--- src/motor_pwm_regs.svh ---
`ifndef MOTOR_PWM_REGS_SVH
`define MOTOR_PWM_REGS_SVH

// System clock rate and the times that are counted in it
`define SYS_CLK_MHZ        20
`define DEAD_TIME_NS       600
`define DEAD_CYC           ((`DEAD_TIME_NS * `SYS_CLK_MHZ + 999) / 1000)
`define PWM_PERIOD_US      50
`define PWM_PERIOD_CYC     (`PWM_PERIOD_US * `SYS_CLK_MHZ)
`define OSC_SETTLE_MS      50
`define OSC_SETTLE_CYC     (`OSC_SETTLE_MS * `SYS_CLK_MHZ * 1000)
`define PRECHARGE_MS       3000
`define PRECHARGE_CYC      (`PRECHARGE_MS * `SYS_CLK_MHZ * 1000)
`define CONTACT_SETTLE_MS  1000
`define CONTACT_SETTLE_CYC (`CONTACT_SETTLE_MS * `SYS_CLK_MHZ * 1000)

// Calibration and measurement
`define CAL_SAMPLES        8
`define CAL_SHIFT          3
`define ADC_MID            8'h80
`define SPEED_MAX          16'hFFFF

// Oscillator control codes
`define OSC_KEY_FIRST      8'hE7
`define OSC_KEY_SECOND     8'h18
`define OSC_CMD_EXT_EN     8'h01
`define OSC_CMD_SWITCH     8'h02

`endif

--- src/motor_pwm_pkg.sv ---
package motor_pwm_pkg;

  typedef enum logic [7:0] {
    OSC_LOCKED = 8'h01,
    OSC_KEY    = 8'h02,
    OSC_OPEN   = 8'h04,
    OSC_SETTLE = 8'h08,
    OSC_RELOCK = 8'h10,
    OSC_KEY2   = 8'h20,
    OSC_OPEN2  = 8'h40,
    OSC_RUN    = 8'h80
  } osc_state_t;

  typedef enum logic [4:0] {
    SEQ_IDLE      = 5'h01,
    SEQ_CAL       = 5'h02,
    SEQ_PRECHARGE = 5'h04,
    SEQ_SETTLE    = 5'h08,
    SEQ_RUN       = 5'h10
  } seq_state_t;

endpackage

--- src/dead_time_pair.sv ---
`timescale 1ns/1ps
`default_nettype none
module dead_time_pair #(
  parameter int unsigned DEAD_CYC = 12
) (
  input  wire logic ref_clk,
  input  wire logic resetn,
  input  wire logic demand,
  input  wire logic kill,
  output logic      high_on,
  output logic      low_on
);
  localparam int unsigned CW = $clog2(DEAD_CYC + 1);

  logic          target_q;
  logic [CW-1:0] dead_q;
  logic [7:0]    off_cnt_q;

  // The edge that sees the change already counts as the first dead cycle
  always_ff @(posedge ref_clk or negedge resetn) begin
    if (!resetn) begin
      target_q <= 1'b0;
      dead_q   <= CW'(DEAD_CYC - 1);
      high_on  <= 1'b0;
      low_on   <= 1'b0;
    end else if (kill || (demand != target_q)) begin
      target_q <= demand;
      dead_q   <= CW'(DEAD_CYC - 1);
      high_on  <= 1'b0;
      low_on   <= 1'b0;
    end else if (dead_q != '0) begin
      dead_q   <= dead_q - 1'b1;
      high_on  <= 1'b0;
      low_on   <= 1'b0;
    end else begin
      high_on  <= target_q;
      low_on   <= !target_q;
    end
  end

  always_ff @(posedge ref_clk or negedge resetn) begin
    if (!resetn) begin
      off_cnt_q <= 8'h00;
    end else if (high_on || low_on) begin
      off_cnt_q <= 8'h00;
    end else if (off_cnt_q != 8'hFF) begin
      off_cnt_q <= off_cnt_q + 8'h01;
    end
  end

  property p_never_both;
    @(posedge ref_clk) disable iff (!resetn)
      !(high_on && low_on);
  endproperty
  a_never_both: assert property (p_never_both)
    else $error("both outputs of a pair on");

  property p_dead_before_on;
    @(posedge ref_clk) disable iff (!resetn)
      ($rose(high_on) || $rose(low_on)) |-> (off_cnt_q >= 8'(DEAD_CYC));
  endproperty
  a_dead_before_on: assert property (p_dead_before_on)
    else $error("output turned on without full dead time");

endmodule // dead_time_pair
`default_nettype wire

--- src/motor_pwm_frontend.sv ---
// Contract
// - All counts are in 20 MHz clock cycles
// - Oscillator: unlock, enable, settle, unlock, switch
// - Edge-aligned PWM with common reload edge
// - Complementary pairs with twelve-cycle dead time
// - Polarity bit chooses on or off start
// - Every reload starts one current conversion
// - Reload request pends until cleared, maskable
// - Sample precedes new gate state
// - Current result and duty are 8-bit
// - Mid-scale reading means zero current
// - Average eight zero-current samples as offset
// - Tach rising edge captures and restarts timer
// - Timer rollover saturates period at 0xFFFF
// - Overcurrent comparator shuts down PWM outputs
// - Relay off at power-up, on after startup
// - Relay after 3 s, PWM one second later
`timescale 1ns/1ps
`default_nettype none
`include "motor_pwm_regs.svh"
module motor_pwm_frontend #(
  parameter int unsigned PWM_PERIOD_CYC     = `PWM_PERIOD_CYC,
  parameter int unsigned DEAD_CYC           = `DEAD_CYC,
  parameter int unsigned OSC_SETTLE_CYC     = `OSC_SETTLE_CYC,
  parameter int unsigned PRECHARGE_CYC      = `PRECHARGE_CYC,
  parameter int unsigned CONTACT_SETTLE_CYC = `CONTACT_SETTLE_CYC
) (
  input  wire logic              ref_clk,
  input  wire logic              resetn,
  input  wire logic              osc_wr,
  input  wire logic [7:0]        osc_wr_data,
  output logic                   ext_osc_en,
  output logic                   sys_clk_sel,
  input  wire logic              startup_done,
  output logic                   relay_en,
  output logic                   pwm_running,
  input  wire logic [2:0][7:0]   duty,
  input  wire logic [2:0]        pwm_polarity_control,
  input  wire logic              reload_irq_en,
  input  wire logic              reload_irq_clr,
  output logic                   reload_irq,
  output logic                   adc_start,
  input  wire logic              adc_done,
  input  wire logic [7:0]        adc_data,
  output logic signed [8:0]      current_sample,
  output logic                   current_valid,
  output logic [7:0]             cal_offset,
  output logic                   cal_done,
  input  wire logic              tach_in,
  output logic [15:0]            speed_period,
  output logic                   speed_valid,
  input  wire logic              oc_cmp_in,
  input  wire logic              oc_fault_clr,
  output logic                   oc_fault,
  output logic [2:0]             gate_high,
  output logic [2:0]             gate_low
);
  localparam int unsigned PCW = $clog2(PWM_PERIOD_CYC);

  motor_pwm_pkg::osc_state_t osc_q;
  motor_pwm_pkg::osc_state_t osc_d;
  motor_pwm_pkg::seq_state_t seq_q;
  motor_pwm_pkg::seq_state_t seq_d;
  logic [31:0]     osc_wait_q;
  logic [31:0]     seq_wait_q;
  logic [3:0]      cal_cnt_q;
  logic [10:0]     cal_acc_q;
  logic [10:0]     cal_sum;
  logic            cal_busy_q;
  logic            cal_req;
  logic            cal_take;
  logic [PCW-1:0]  period_cnt_q;
  logic            reload_tick;
  logic            load_act;
  logic [2:0][7:0] duty_act_q;
  logic [2:0]      pol_act_q;
  logic [2:0]      demand_q;
  logic            reload_pend_q;
  logic [2:0]      oc_sync_q;
  logic            trip_now;
  logic            kill;
  logic [2:0]      tach_sync_q;
  logic            tach_lvl_q;
  logic            tach_rise;
  logic [15:0]     speed_cnt_q;
  logic            rolled_q;

  // Oscillator control: a wrong code drops back to OSC_LOCKED, or to OSC_RELOCK after settling
  always_comb begin
    osc_d = osc_q;
    case (osc_q)
      motor_pwm_pkg::OSC_LOCKED: begin
        if (osc_wr && (osc_wr_data == `OSC_KEY_FIRST))
          osc_d = motor_pwm_pkg::OSC_KEY;
      end
      motor_pwm_pkg::OSC_KEY: begin
        if (osc_wr)
          osc_d = (osc_wr_data == `OSC_KEY_SECOND) ?
                  motor_pwm_pkg::OSC_OPEN : motor_pwm_pkg::OSC_LOCKED;
      end
      motor_pwm_pkg::OSC_OPEN: begin
        if (osc_wr)
          osc_d = (osc_wr_data == `OSC_CMD_EXT_EN) ?
                  motor_pwm_pkg::OSC_SETTLE : motor_pwm_pkg::OSC_LOCKED;
      end
      motor_pwm_pkg::OSC_SETTLE: begin
        if (osc_wait_q == 32'h0000_0000)
          osc_d = motor_pwm_pkg::OSC_RELOCK;
      end
      motor_pwm_pkg::OSC_RELOCK: begin
        if (osc_wr && (osc_wr_data == `OSC_KEY_FIRST))
          osc_d = motor_pwm_pkg::OSC_KEY2;
      end
      motor_pwm_pkg::OSC_KEY2: begin
        if (osc_wr)
          osc_d = (osc_wr_data == `OSC_KEY_SECOND) ?
                  motor_pwm_pkg::OSC_OPEN2 : motor_pwm_pkg::OSC_RELOCK;
      end
      motor_pwm_pkg::OSC_OPEN2: begin
        if (osc_wr)
          osc_d = (osc_wr_data == `OSC_CMD_SWITCH) ?
                  motor_pwm_pkg::OSC_RUN : motor_pwm_pkg::OSC_RELOCK;
      end
      motor_pwm_pkg::OSC_RUN: osc_d = motor_pwm_pkg::OSC_RUN;
      default: osc_d = motor_pwm_pkg::OSC_LOCKED;
    endcase
  end

  always_ff @(posedge ref_clk or negedge resetn) begin
    if (!resetn) begin
      osc_q       <= motor_pwm_pkg::OSC_LOCKED;
      osc_wait_q  <= 32'h0000_0000;
      ext_osc_en  <= 1'b0;
      sys_clk_sel <= 1'b0;
    end else begin
      osc_q <= osc_d;
      if ((osc_q == motor_pwm_pkg::OSC_OPEN) &&
          (osc_d == motor_pwm_pkg::OSC_SETTLE)) begin
        osc_wait_q <= OSC_SETTLE_CYC - 1;
        ext_osc_en <= 1'b1;
      end else if (osc_wait_q != 32'h0000_0000) begin
        osc_wait_q <= osc_wait_q - 32'h0000_0001;
      end
      sys_clk_sel <= (osc_d == motor_pwm_pkg::OSC_RUN);
    end
  end

  // Startup: calibrate, precharge, close relay, settle, then modulate
  assign cal_take = (seq_q == motor_pwm_pkg::SEQ_CAL) && cal_busy_q &&
                    adc_done;
  assign cal_req  = (seq_q == motor_pwm_pkg::SEQ_CAL) && !cal_busy_q;
  assign cal_sum  = cal_acc_q + {3'b000, adc_data};

  always_comb begin
    seq_d = seq_q;
    case (seq_q)
      motor_pwm_pkg::SEQ_IDLE: begin
        if (sys_clk_sel && startup_done)
          seq_d = motor_pwm_pkg::SEQ_CAL;
      end
      motor_pwm_pkg::SEQ_CAL: begin
        if (cal_take && (cal_cnt_q == 4'(`CAL_SAMPLES - 1)))
          seq_d = motor_pwm_pkg::SEQ_PRECHARGE;
      end
      motor_pwm_pkg::SEQ_PRECHARGE: begin
        if (seq_wait_q == 32'h0000_0000)
          seq_d = motor_pwm_pkg::SEQ_SETTLE;
      end
      motor_pwm_pkg::SEQ_SETTLE: begin
        if (seq_wait_q == 32'h0000_0000)
          seq_d = motor_pwm_pkg::SEQ_RUN;
      end
      motor_pwm_pkg::SEQ_RUN: seq_d = motor_pwm_pkg::SEQ_RUN;
      default: seq_d = motor_pwm_pkg::SEQ_IDLE;
    endcase
  end

  always_ff @(posedge ref_clk or negedge resetn) begin
    if (!resetn) begin
      seq_q       <= motor_pwm_pkg::SEQ_IDLE;
      seq_wait_q  <= 32'h0000_0000;
      relay_en    <= 1'b0;
      pwm_running <= 1'b0;
    end else begin
      seq_q <= seq_d;
      if ((seq_q == motor_pwm_pkg::SEQ_CAL) &&
          (seq_d == motor_pwm_pkg::SEQ_PRECHARGE))
        seq_wait_q <= PRECHARGE_CYC - 1;
      else if ((seq_q == motor_pwm_pkg::SEQ_PRECHARGE) &&
               (seq_d == motor_pwm_pkg::SEQ_SETTLE))
        seq_wait_q <= CONTACT_SETTLE_CYC - 1;
      else if (seq_wait_q != 32'h0000_0000)
        seq_wait_q <= seq_wait_q - 32'h0000_0001;
      relay_en    <= (seq_d == motor_pwm_pkg::SEQ_SETTLE) ||
                     (seq_d == motor_pwm_pkg::SEQ_RUN);
      pwm_running <= (seq_d == motor_pwm_pkg::SEQ_RUN);
    end
  end

  // Offset starts at mid-scale so raw readings are usable before calibration
  always_ff @(posedge ref_clk or negedge resetn) begin
    if (!resetn) begin
      cal_cnt_q  <= 4'h0;
      cal_acc_q  <= 11'h000;
      cal_busy_q <= 1'b0;
      cal_offset <= `ADC_MID;
      cal_done   <= 1'b0;
    end else begin
      if (cal_req)
        cal_busy_q <= 1'b1;
      else if (adc_done)
        cal_busy_q <= 1'b0;
      if (cal_take) begin
        cal_acc_q <= cal_sum;
        cal_cnt_q <= cal_cnt_q + 4'h1;
        if (cal_cnt_q == 4'(`CAL_SAMPLES - 1)) begin
          cal_offset <= cal_sum[10:`CAL_SHIFT];
          cal_done   <= 1'b1;
        end
      end
    end
  end

  always_ff @(posedge ref_clk or negedge resetn) begin
    if (!resetn) begin
      current_sample <= 9'sh000;
      current_valid  <= 1'b0;
    end else begin
      current_valid <= adc_done && pwm_running;
      if (adc_done && pwm_running)
        current_sample <= $signed({1'b0, adc_data}) -
                          $signed({1'b0, cal_offset});
    end
  end

  // One counter for all phases; loading at run start avoids a stale cycle
  assign reload_tick = pwm_running &&
                       (period_cnt_q == PCW'(PWM_PERIOD_CYC - 1));
  assign load_act    = reload_tick ||
                       ((seq_d == motor_pwm_pkg::SEQ_RUN) && !pwm_running);

  always_ff @(posedge ref_clk or negedge resetn) begin
    if (!resetn) begin
      period_cnt_q <= '0;
    end else if (!pwm_running || reload_tick) begin
      period_cnt_q <= '0;
    end else begin
      period_cnt_q <= period_cnt_q + 1'b1;
    end
  end

  always_ff @(posedge ref_clk or negedge resetn) begin
    if (!resetn) begin
      duty_act_q <= '0;
      pol_act_q  <= 3'h0;
    end else if (load_act) begin
      duty_act_q <= duty;
      pol_act_q  <= pwm_polarity_control;
    end
  end

  // Trigger rides with the reload; gates move two edges later
  always_ff @(posedge ref_clk or negedge resetn) begin
    if (!resetn) begin
      adc_start <= 1'b0;
    end else begin
      adc_start <= reload_tick || cal_req;
    end
  end

  always_ff @(posedge ref_clk or negedge resetn) begin
    if (!resetn) begin
      reload_pend_q <= 1'b0;
    end else if (reload_tick) begin
      reload_pend_q <= 1'b1;
    end else if (reload_irq_clr) begin
      reload_pend_q <= 1'b0;
    end
  end
  assign reload_irq = reload_pend_q && reload_irq_en;

  // Comparator pin: three stages, trip once the last two are both high
  always_ff @(posedge ref_clk or negedge resetn) begin
    if (!resetn) begin
      oc_sync_q <= 3'h0;
      oc_fault  <= 1'b0;
    end else begin
      oc_sync_q <= {oc_sync_q[1:0], oc_cmp_in};
      if (trip_now)
        oc_fault <= 1'b1;
      else if (oc_fault_clr)
        oc_fault <= 1'b0;
    end
  end
  assign trip_now = oc_sync_q[1] && oc_sync_q[2];
  assign kill     = !pwm_running || trip_now || oc_fault;

  genvar ch;
  generate
    for (ch = 0; ch < 3; ch++) begin : g_phase
      logic [39:0] prod;
      logic        first_part;
      assign prod       = 40'(duty_act_q[ch]) * 40'(PWM_PERIOD_CYC);
      assign first_part = 32'(period_cnt_q) < prod[39:8];
      always_ff @(posedge ref_clk or negedge resetn) begin
        if (!resetn) begin
          demand_q[ch] <= 1'b0;
        end else begin
          demand_q[ch] <= pol_act_q[ch] ? first_part : !first_part;
        end
      end
      dead_time_pair #(
        .DEAD_CYC (DEAD_CYC)
      ) u_pair (
        .ref_clk (ref_clk),
        .resetn  (resetn),
        .demand  (demand_q[ch]),
        .kill    (kill),
        .high_on (gate_high[ch]),
        .low_on  (gate_low[ch])
      );
    end
  endgenerate

  // Tach pin: filtered level moves only when the last two stages agree
  assign tach_rise = (tach_sync_q[1] == tach_sync_q[2]) &&
                     tach_sync_q[2] && !tach_lvl_q;

  always_ff @(posedge ref_clk or negedge resetn) begin
    if (!resetn) begin
      tach_sync_q <= 3'h0;
      tach_lvl_q  <= 1'b0;
    end else begin
      tach_sync_q <= {tach_sync_q[1:0], tach_in};
      if (tach_sync_q[1] == tach_sync_q[2])
        tach_lvl_q <= tach_sync_q[2];
    end
  end

  always_ff @(posedge ref_clk or negedge resetn) begin
    if (!resetn) begin
      speed_cnt_q  <= 16'h0000;
      rolled_q     <= 1'b0;
      speed_period <= `SPEED_MAX;
      speed_valid  <= 1'b0;
    end else begin
      speed_valid <= tach_rise;
      if (tach_rise) begin
        speed_period <= rolled_q ? `SPEED_MAX : speed_cnt_q;
        speed_cnt_q  <= 16'h0000;
        rolled_q     <= 1'b0;
      end else begin
        speed_cnt_q <= speed_cnt_q + 16'h0001;
        if (speed_cnt_q == `SPEED_MAX)
          rolled_q <= 1'b1;
      end
    end
  end

  property p_osc_settle;
    @(posedge ref_clk) disable iff (!resetn)
      (osc_q == motor_pwm_pkg::OSC_SETTLE) && (osc_wait_q != 32'h0)
      |=> (osc_q == motor_pwm_pkg::OSC_SETTLE);
  endproperty
  a_osc_settle: assert property (p_osc_settle)
    else $error("oscillator left settling early");

  property p_reload_adc;
    @(posedge ref_clk) disable iff (!resetn)
      reload_tick |=> adc_start && reload_pend_q;
  endproperty
  a_reload_adc: assert property (p_reload_adc)
    else $error("reload did not start conversion and pend request");

  property p_pend_hold;
    @(posedge ref_clk) disable iff (!resetn)
      reload_pend_q && !reload_irq_clr |=> reload_pend_q;
  endproperty
  a_pend_hold: assert property (p_pend_hold)
    else $error("reload request lost without clear");

  // While the request is out, the pairs still see the old cycle's last demand
  property p_sample_first;
    @(posedge ref_clk) disable iff (!resetn)
      adc_start && pwm_running |-> (demand_q == ~$past(pol_act_q));
  endproperty
  a_sample_first: assert property (p_sample_first)
    else $error("new gate state ahead of current sample");

  property p_shadow;
    @(posedge ref_clk) disable iff (!resetn)
      !load_act |=> $stable(duty_act_q) && $stable(pol_act_q);
  endproperty
  a_shadow: assert property (p_shadow)
    else $error("active duty changed outside reload");

  property p_trip_off;
    @(posedge ref_clk) disable iff (!resetn)
      trip_now |=> (gate_high == 3'h0) && (gate_low == 3'h0) && oc_fault;
  endproperty
  a_trip_off: assert property (p_trip_off)
    else $error("overcurrent did not shut outputs");

  property p_fault_hold;
    @(posedge ref_clk) disable iff (!resetn)
      oc_fault |=> (gate_high == 3'h0) && (gate_low == 3'h0);
  endproperty
  a_fault_hold: assert property (p_fault_hold)
    else $error("outputs active during fault");

  property p_relay_order;
    @(posedge ref_clk) disable iff (!resetn)
      $rose(relay_en) |->
        ($past(seq_q) == motor_pwm_pkg::SEQ_PRECHARGE) &&
        ($past(seq_wait_q) == 32'h0) && !pwm_running;
  endproperty
  a_relay_order: assert property (p_relay_order)
    else $error("relay closed before precharge done");

  property p_capture;
    @(posedge ref_clk) disable iff (!resetn)
      tach_rise |=> (speed_cnt_q == 16'h0000) &&
      (speed_period == ($past(rolled_q) ? `SPEED_MAX : $past(speed_cnt_q)));
  endproperty
  a_capture: assert property (p_capture)
    else $error("tach capture wrong");

endmodule // motor_pwm_frontend
`default_nettype wire

--- config.mk ---
export PLATFORM = sky130hd
export DESIGN_NAME = motor_pwm_frontend
export DESIGN_NICKNAME = d
export VERILOG_FILES = /design/src/motor_pwm_pkg.sv /design/src/dead_time_pair.sv /design/src/motor_pwm_frontend.sv
export VERILOG_INCLUDE_DIRS = /design/src
export SDC_FILE = /design/constraint.sdc
export NUM_CORES = 1
export LEC_CHECK = 0
export BUFFER_PORTS_ARGS = -buffer_cell sky130_fd_sc_hd__buf_2
export CAP_MARGIN = 30
export CORE_UTILIZATION = 40
export DETAILED_ROUTE_END_ITERATION = 7
export HOLD_SLACK_MARGIN = 0.02
export PLACE_DENSITY = 0.62
export SLEW_MARGIN = 20
export SYNTH_ARGS = -nofsm -noshare
export SYNTH_HDL_FRONTEND = slang
export SYNTH_HIERARCHICAL = 1
export SYNTH_SLANG_ARGS = --single-unit
--- constraint.sdc ---
create_clock -name ref_clk -period 13 [get_ports ref_clk]
set_clock_uncertainty 0.05 [all_clocks]
set_input_delay 1.3 -clock ref_clk [delete_from_list [all_inputs] [get_ports ref_clk]]
set_output_delay 1.3 -clock ref_clk [all_outputs]
set_load 0.005 [all_outputs]
### Yosys cells after proc, flatten, opt, wreduce, memory -nomap -nowiden

Cells that the tools add are included.

* divide/modulo/power cells: 0
* magnitude comparators: 3
* multiply operators: 3
* shifts and indexed selects: 0
* bitwise operators: 0
* add/sub/neg operators: 10
* multiplexer cells: 54
* eq/ne operators: 29
* reductions and logical operators: 51

Operators by type and width (number)
* 32-bit two-way mux: 5
* 32-bit logical NOT: 2
* 8-bit two-way mux: 8
* 8-bit case mux with 8 select lines: 1
* 32-bit nonzero test: 2
* 32-bit by 1-bit subtractor with 32-bit output (second input constant): 2
* 8-bit by 7-bit multiplier with 15-bit output (second input constant): 3
* 16-bit two-way mux: 2
* 10-bit less-than comparator: 3
* 4-bit two-way mux: 7
* 5-bit case mux with 5 select lines: 1
* 8-bit equality test (second input constant): 3
* 1-bit two-way mux: 23
* 5-bit two-way mux: 4
* 16-bit by 1-bit adder with 16-bit output (second input constant): 1
* 16-bit equality test (second input constant): 1
* 8-bit by 1-bit equality test with 1-bit output (second input constant): 2
* 8-bit by 2-bit equality test with 1-bit output (second input constant): 2
* 8-bit by 4-bit equality test with 1-bit output (second input constant): 2
* 8-bit by 5-bit equality test with 1-bit output (second input constant): 2
* 1-bit logical AND: 16
* 2-bit nonzero test: 8
* 4-bit nonzero test: 3
* 4-bit by 1-bit subtractor with 4-bit output (second input constant): 3
* 23 further kinds: 44

* word-level logic and storage cells: 195
* memories: 0
* bits in writable memories: 0
* bits in registers: 221
* bits of input ports: 53
* ROM bits: 0
* output and inout bits: 49
* latch bits: 0

### Longest topological paths before layout

* depth after elaboration: 10
* depth in mapped cells: 21

### Cells and area by module

Netlist, hierarchy kept.

Modules (own cells, without submodules)
* motor_pwm_frontend: times used 1, seq. area each 5028.6 sq um, area an instance 14013.4 sq um, cells each 1383
* dead_time_pair: times used 3, seq. area each 178.9 sq um, area an instance 335.3 sq um, cells each 27

### Worst setup path after synthesis

OpenSTA, ideal clock, no wires.

* kind: flip-flop to flip-flop
* start point: register duty_act_q[0] (netlist bit)
* end point: register demand_q[0]
* cell stages (with the launch flop): 20
* slack: 7.744 ns
* arrival time: 5.079 ns
* data required time: 12.824 ns
* library setup time: 0.126 ns
* path through: dfrtp_1 fa_1 xor2_1 ha_1 fa_1 inv_1 fa_1 inv_1 ha_1 o21ai_0 a22oi_1 nand4_1 nand2_1 a21oi_1 xor2_1 ha_1 or4_1 a2111oi_0 a21oi_1 a311o_1

* longest elaborated chain between the ends: 4

Ends and longest elaborated chain
* start, declared: RTL line motor_pwm_frontend.sv:75 `logic [2:0][7:0] duty_act_q;`
* start signal, assigned: RTL line motor_pwm_frontend.sv:257 `duty_act_q <= duty;`
* 8-bit by 7-bit multiplier with 15-bit output (*): RTL line motor_pwm_frontend.sv:303 `assign prod = 40'(duty_act_q[ch]) * 40'(PWM_PERIOD_CYC);`
* 10-bit less-than comparator (*): RTL line motor_pwm_frontend.sv:304 `assign first_part = 32'(period_cnt_q) < prod[39:8];`
* 1-bit logical NOT: RTL line motor_pwm_frontend.sv:309 `demand_q[ch] <= pol_act_q[ch] ? first_part : !first_part;`
* 1-bit two-way mux (*): RTL line motor_pwm_frontend.sv:309
* end signal, assigned by index: RTL line motor_pwm_frontend.sv:309
* end, declared: RTL line motor_pwm_frontend.sv:77 `logic [2:0] demand_q;`

Mark *: on every way between the ends. The rest lies on a longest branch, timed or not.
A chain may end at the register's enable or synchronous reset.

### Worst setup path in the final report

Same ends and word-level chain as after synthesis.

==> flow_metrics.py <==
metrics = {
    "flow_run": {
        "drv_cap": 0,
    },
    "pwr": {
        "sw_frac_of_total_pct": 33.34,
        "p_seq_share_pct": 33.3,
        "p_leak_nw": 8.027,
        "combPwrFrac_pct": 35.1,
        "netSwitchingPower_uw": 752.5,
        "clkPwrFrac_pct": 31.6,
        "p_per_area_nw_per_um2": 133.7,
        "peakVddDrop_mv": 0.1021,
        "power.internal_mw": 1.504,
    },
    "sta": {
        "worst_pin_slew_ps": 901.5,
        "period_needed_ps": 5636,
        "fin_setup_tns_ps": 0,
        "max_clock_freq_mhz": 177.4,
        "fin_ws_ps": 7364,
        "max_slew_margin_pct": 39.90,
        "hold_viol": 0,
        "setup-violations-final": 0,
        "rsz0062_at_grt": "false",
        "drv_slew": 0,
        "fin_crit_sh_pct": 43.35,
    },
    "clock_tree": {
        "post_cts_resized": 0,
        "cts_buffers": 27,
        "clk_latency_ps": 550,
        "cts_hold_buf": 0,
        "post_cts_buffers": 0,
        "clock-sinks": 221,
        "cts_tree": "yes",
        "cts_buffer_depth": 3,
        "root_buffer": "clkbuf_16",
        "htreeDepth": 1,
        "clk_pin_slew_worst_paths_ps": 60,
    },
    "die": {
        "dieHeight_um": 195.8,
        "die-area_sq_um": 38330,
        "rows": 70,
        "ioPinCount": 102,
        "die-width_um": 195.8,
        "coreArea_sq_um": 36790,
        "initial_core_util_pct": 40.83,
    },
    "placed_design": {
        "dp_hpwl_mm": 21.36,
        "placedCellCount": 2001,
        "gp_congestion": 0.7803,
        "detailedPlace.worstSlack_ps": 7417,
        "io_buffer_count": 101,
    },
    "global_routing": {
        "grt_pass1_vias": 10600,
        "antenna_found_initial": 1,
        "grt_pass1_wl_mm": 50.39,
        "grt_usage_pct": 15.73,
        "grt_max_degree": 88,
        "grt_overflow": 0,
    },
    "setup_path": {
        "critPathKind": "reg -> reg",
        "start_kind": "flip-flop",
        "worstSetupStartpoint": "duty_act_q[0]",
        "endpoint_kind": "flip-flop",
        "r2r-start": "duty_act_q[0]",
        "worstPathRequired_ps": 13440,
        "cp_max_fo": 6,
        "arrival_ps": 6070,
    },
    "cells_and_area": {
        "diodes": 0,
        "drive_above_1_share_pct": 16.03,
        "area_delta_synth_final_pct": 12.39,
        "fin_cells": 2053,
        "layout.nets": 1841,
    },
    "logic_synthesis": {
        "ys_types": 70,
        "yosys-top-cells-area": "dfrtp_1 32%, ha_1 13%, fa_1 8.3%, dfstp_2 4.9%, xnor2_1 4.4%",
        "synth_area_sq_um": 15020,
        "synth-edff-count": 0,
        "syn_nets": 1741,
        "synth_flop_cell": "dfrtp_1",
        "seq_area_frac_synth_pct": 37.05,
        "yosysTopAreaCell": "dfrtp_1",
        "yosysWarnings": 6,
        "async_reset_ff_share_pct": 100.0,
        "synthCells": 1464,
        "syn_area_per_cell_sq_um": 10.26,
        "synth-seq-cells": 221,
        "synth_top_area_share_pct": 32.16,
    },
    "run_status": {
        "run_status": "complete, no violations",
    },
    "detailed_routing": {
        "drtAntennaViolNets": 0,
        "routed_wl_mm": 29.11,
        "routed_via_density": 5.094,
        "vias": 10459,
        "dr.first_iter.drc_count": 485,
        "drt_pass1_iterations": 4,
        "routedWlPerCell_um": 14.18,
        "drc": 0,
    },
    "worst_hold_path": {
        "hold_path_class": "reg -> reg",
        "min_from": "tach_sync_q[0]",
    },
}
synth_stat cells, drive strengths merged (22+ instances only):
library cell and n:
clkbuf 28, mux2 45, dfstp 28, nor3 41
o21ai 75, nand3 31, nor4 25, xnor2 75
a21oi 50, nor2 95, or3 26, and3 22
fa 62, inv 139, ha 162, dfrtp 193
nand2 116, xor2 55
cell type report:
class                      count  area (sq um)
sequential                   221          5565
inverter                     139         521.8
multi-input combinational   1068          8768
tap                          468         585.6
timing repair buffer         107         593.1
fill                        3495         19910
clock buffer                  32         704.4
clock inverter                18         141.4
sequential cells by signal, summed over array words and instances, names as in the netlist, 9 cells and up:
signal and cells:
speed_period 16, speed_cnt_q 16, seq_wait_q 32, duty_act_q 24, g_phase.u_pair/dead_q 12, current_sample 9, period_cnt_q 10, osc_wait_q 32
cal_acc_q 11
worst max-delay path, stage by stage, from the launching register on:
cell       delay (ps)
dfrtp_1           460
fa_1              630
xor2_1            170
ha_1              270
fa_1              500
inv_1              50
fa_1              490
inv_1              40
ha_1              300
o21ai_0            90
a22oi_1           380
nand4_1           140
nand2_1           100
a21oi_1            80
xor2_1            150
ha_1              200
or4_1             530
a2111oi_0         390
a21oi_1           160
nor4_1            240
a311o_1           170
metal layers:
layer / GRT usage [%] / routed length, um / up-vias
li1: - / - / 5252
met1: 20.79 / 13890 / 5064
met2: 27.08 / 13810 / 108
met3: 1.960 / 683 / 35
met4: 4.427 / 733 / 0
met5: 0 / 0 / -
through the flow:
step,utilization (%),total power [mW],hold WS [ps],area (sq um)
4_1_cts,45.76,2.301,313.5,16830
6_report,45.89,2.257,306.6,16880
3_5_place_dp,43.46,1.562,286.3,15990
3_3_place_gp,43.46,1.542,306.2,15990
5_1_grt,45.89,2.453,321.2,16880
2_1_floorplan,-,1.388,281.2,15020
power by group through the flow:
stage               Clock, mW  Sequential (mW)  Combinational [mW]
floorplan                   0            0.757               0.631
global placement            0            0.763               0.779
detailed placement          0            0.764               0.797
CTS                     0.742            0.752               0.807
global route            0.766            0.757               0.930
finish                  0.714            0.752               0.791
worst paths after layout:
path	to	slack, ps	cells past startpoint
min in group asynchronous	current_sample[8]	710	1
max in group asynchronous	period_cnt_q[5]	10960	2
setup reg to reg	demand_q[0]	7360	20
hold reg to reg	tach_sync_q[1]	310	0
hold / removal	tach_sync_q[1]	310	0
setup / recovery	demand_q[0]	7360	20
kinds of logic (layout without fill, tap and decap cells):
logic type / after synthesis / after routing / synth area share [%]
adder cells (fa/ha/maj): 224 / 224 / 21.76
AND/OR/NAND/NOR: 456 / 456 / 16.08
AO/OA/AOI/OAI: 205 / 205 / 8.472
XOR/XNOR: 130 / 130 / 7.581
buffers and inverters: 175 / 296 / 4.573
multiplexers: 53 / 53 / 4.482
flip-flops: 221 / 221 / 37.05
cells in the final DEF (no fill, tap or decap), drive strengths merged, types with 31 or more instances in the layout:
cell	instances
xor2	55
ha	162
dfrtp	193
inv	141
mux2	45
a21oi	50
clkbuf	32
fa	62
buf	107
nor3	41
nand3	31
xnor2	75
nand2	116
nor2	95
o21ai	75
Note: power is estimated with default switching activity, not from simulation.
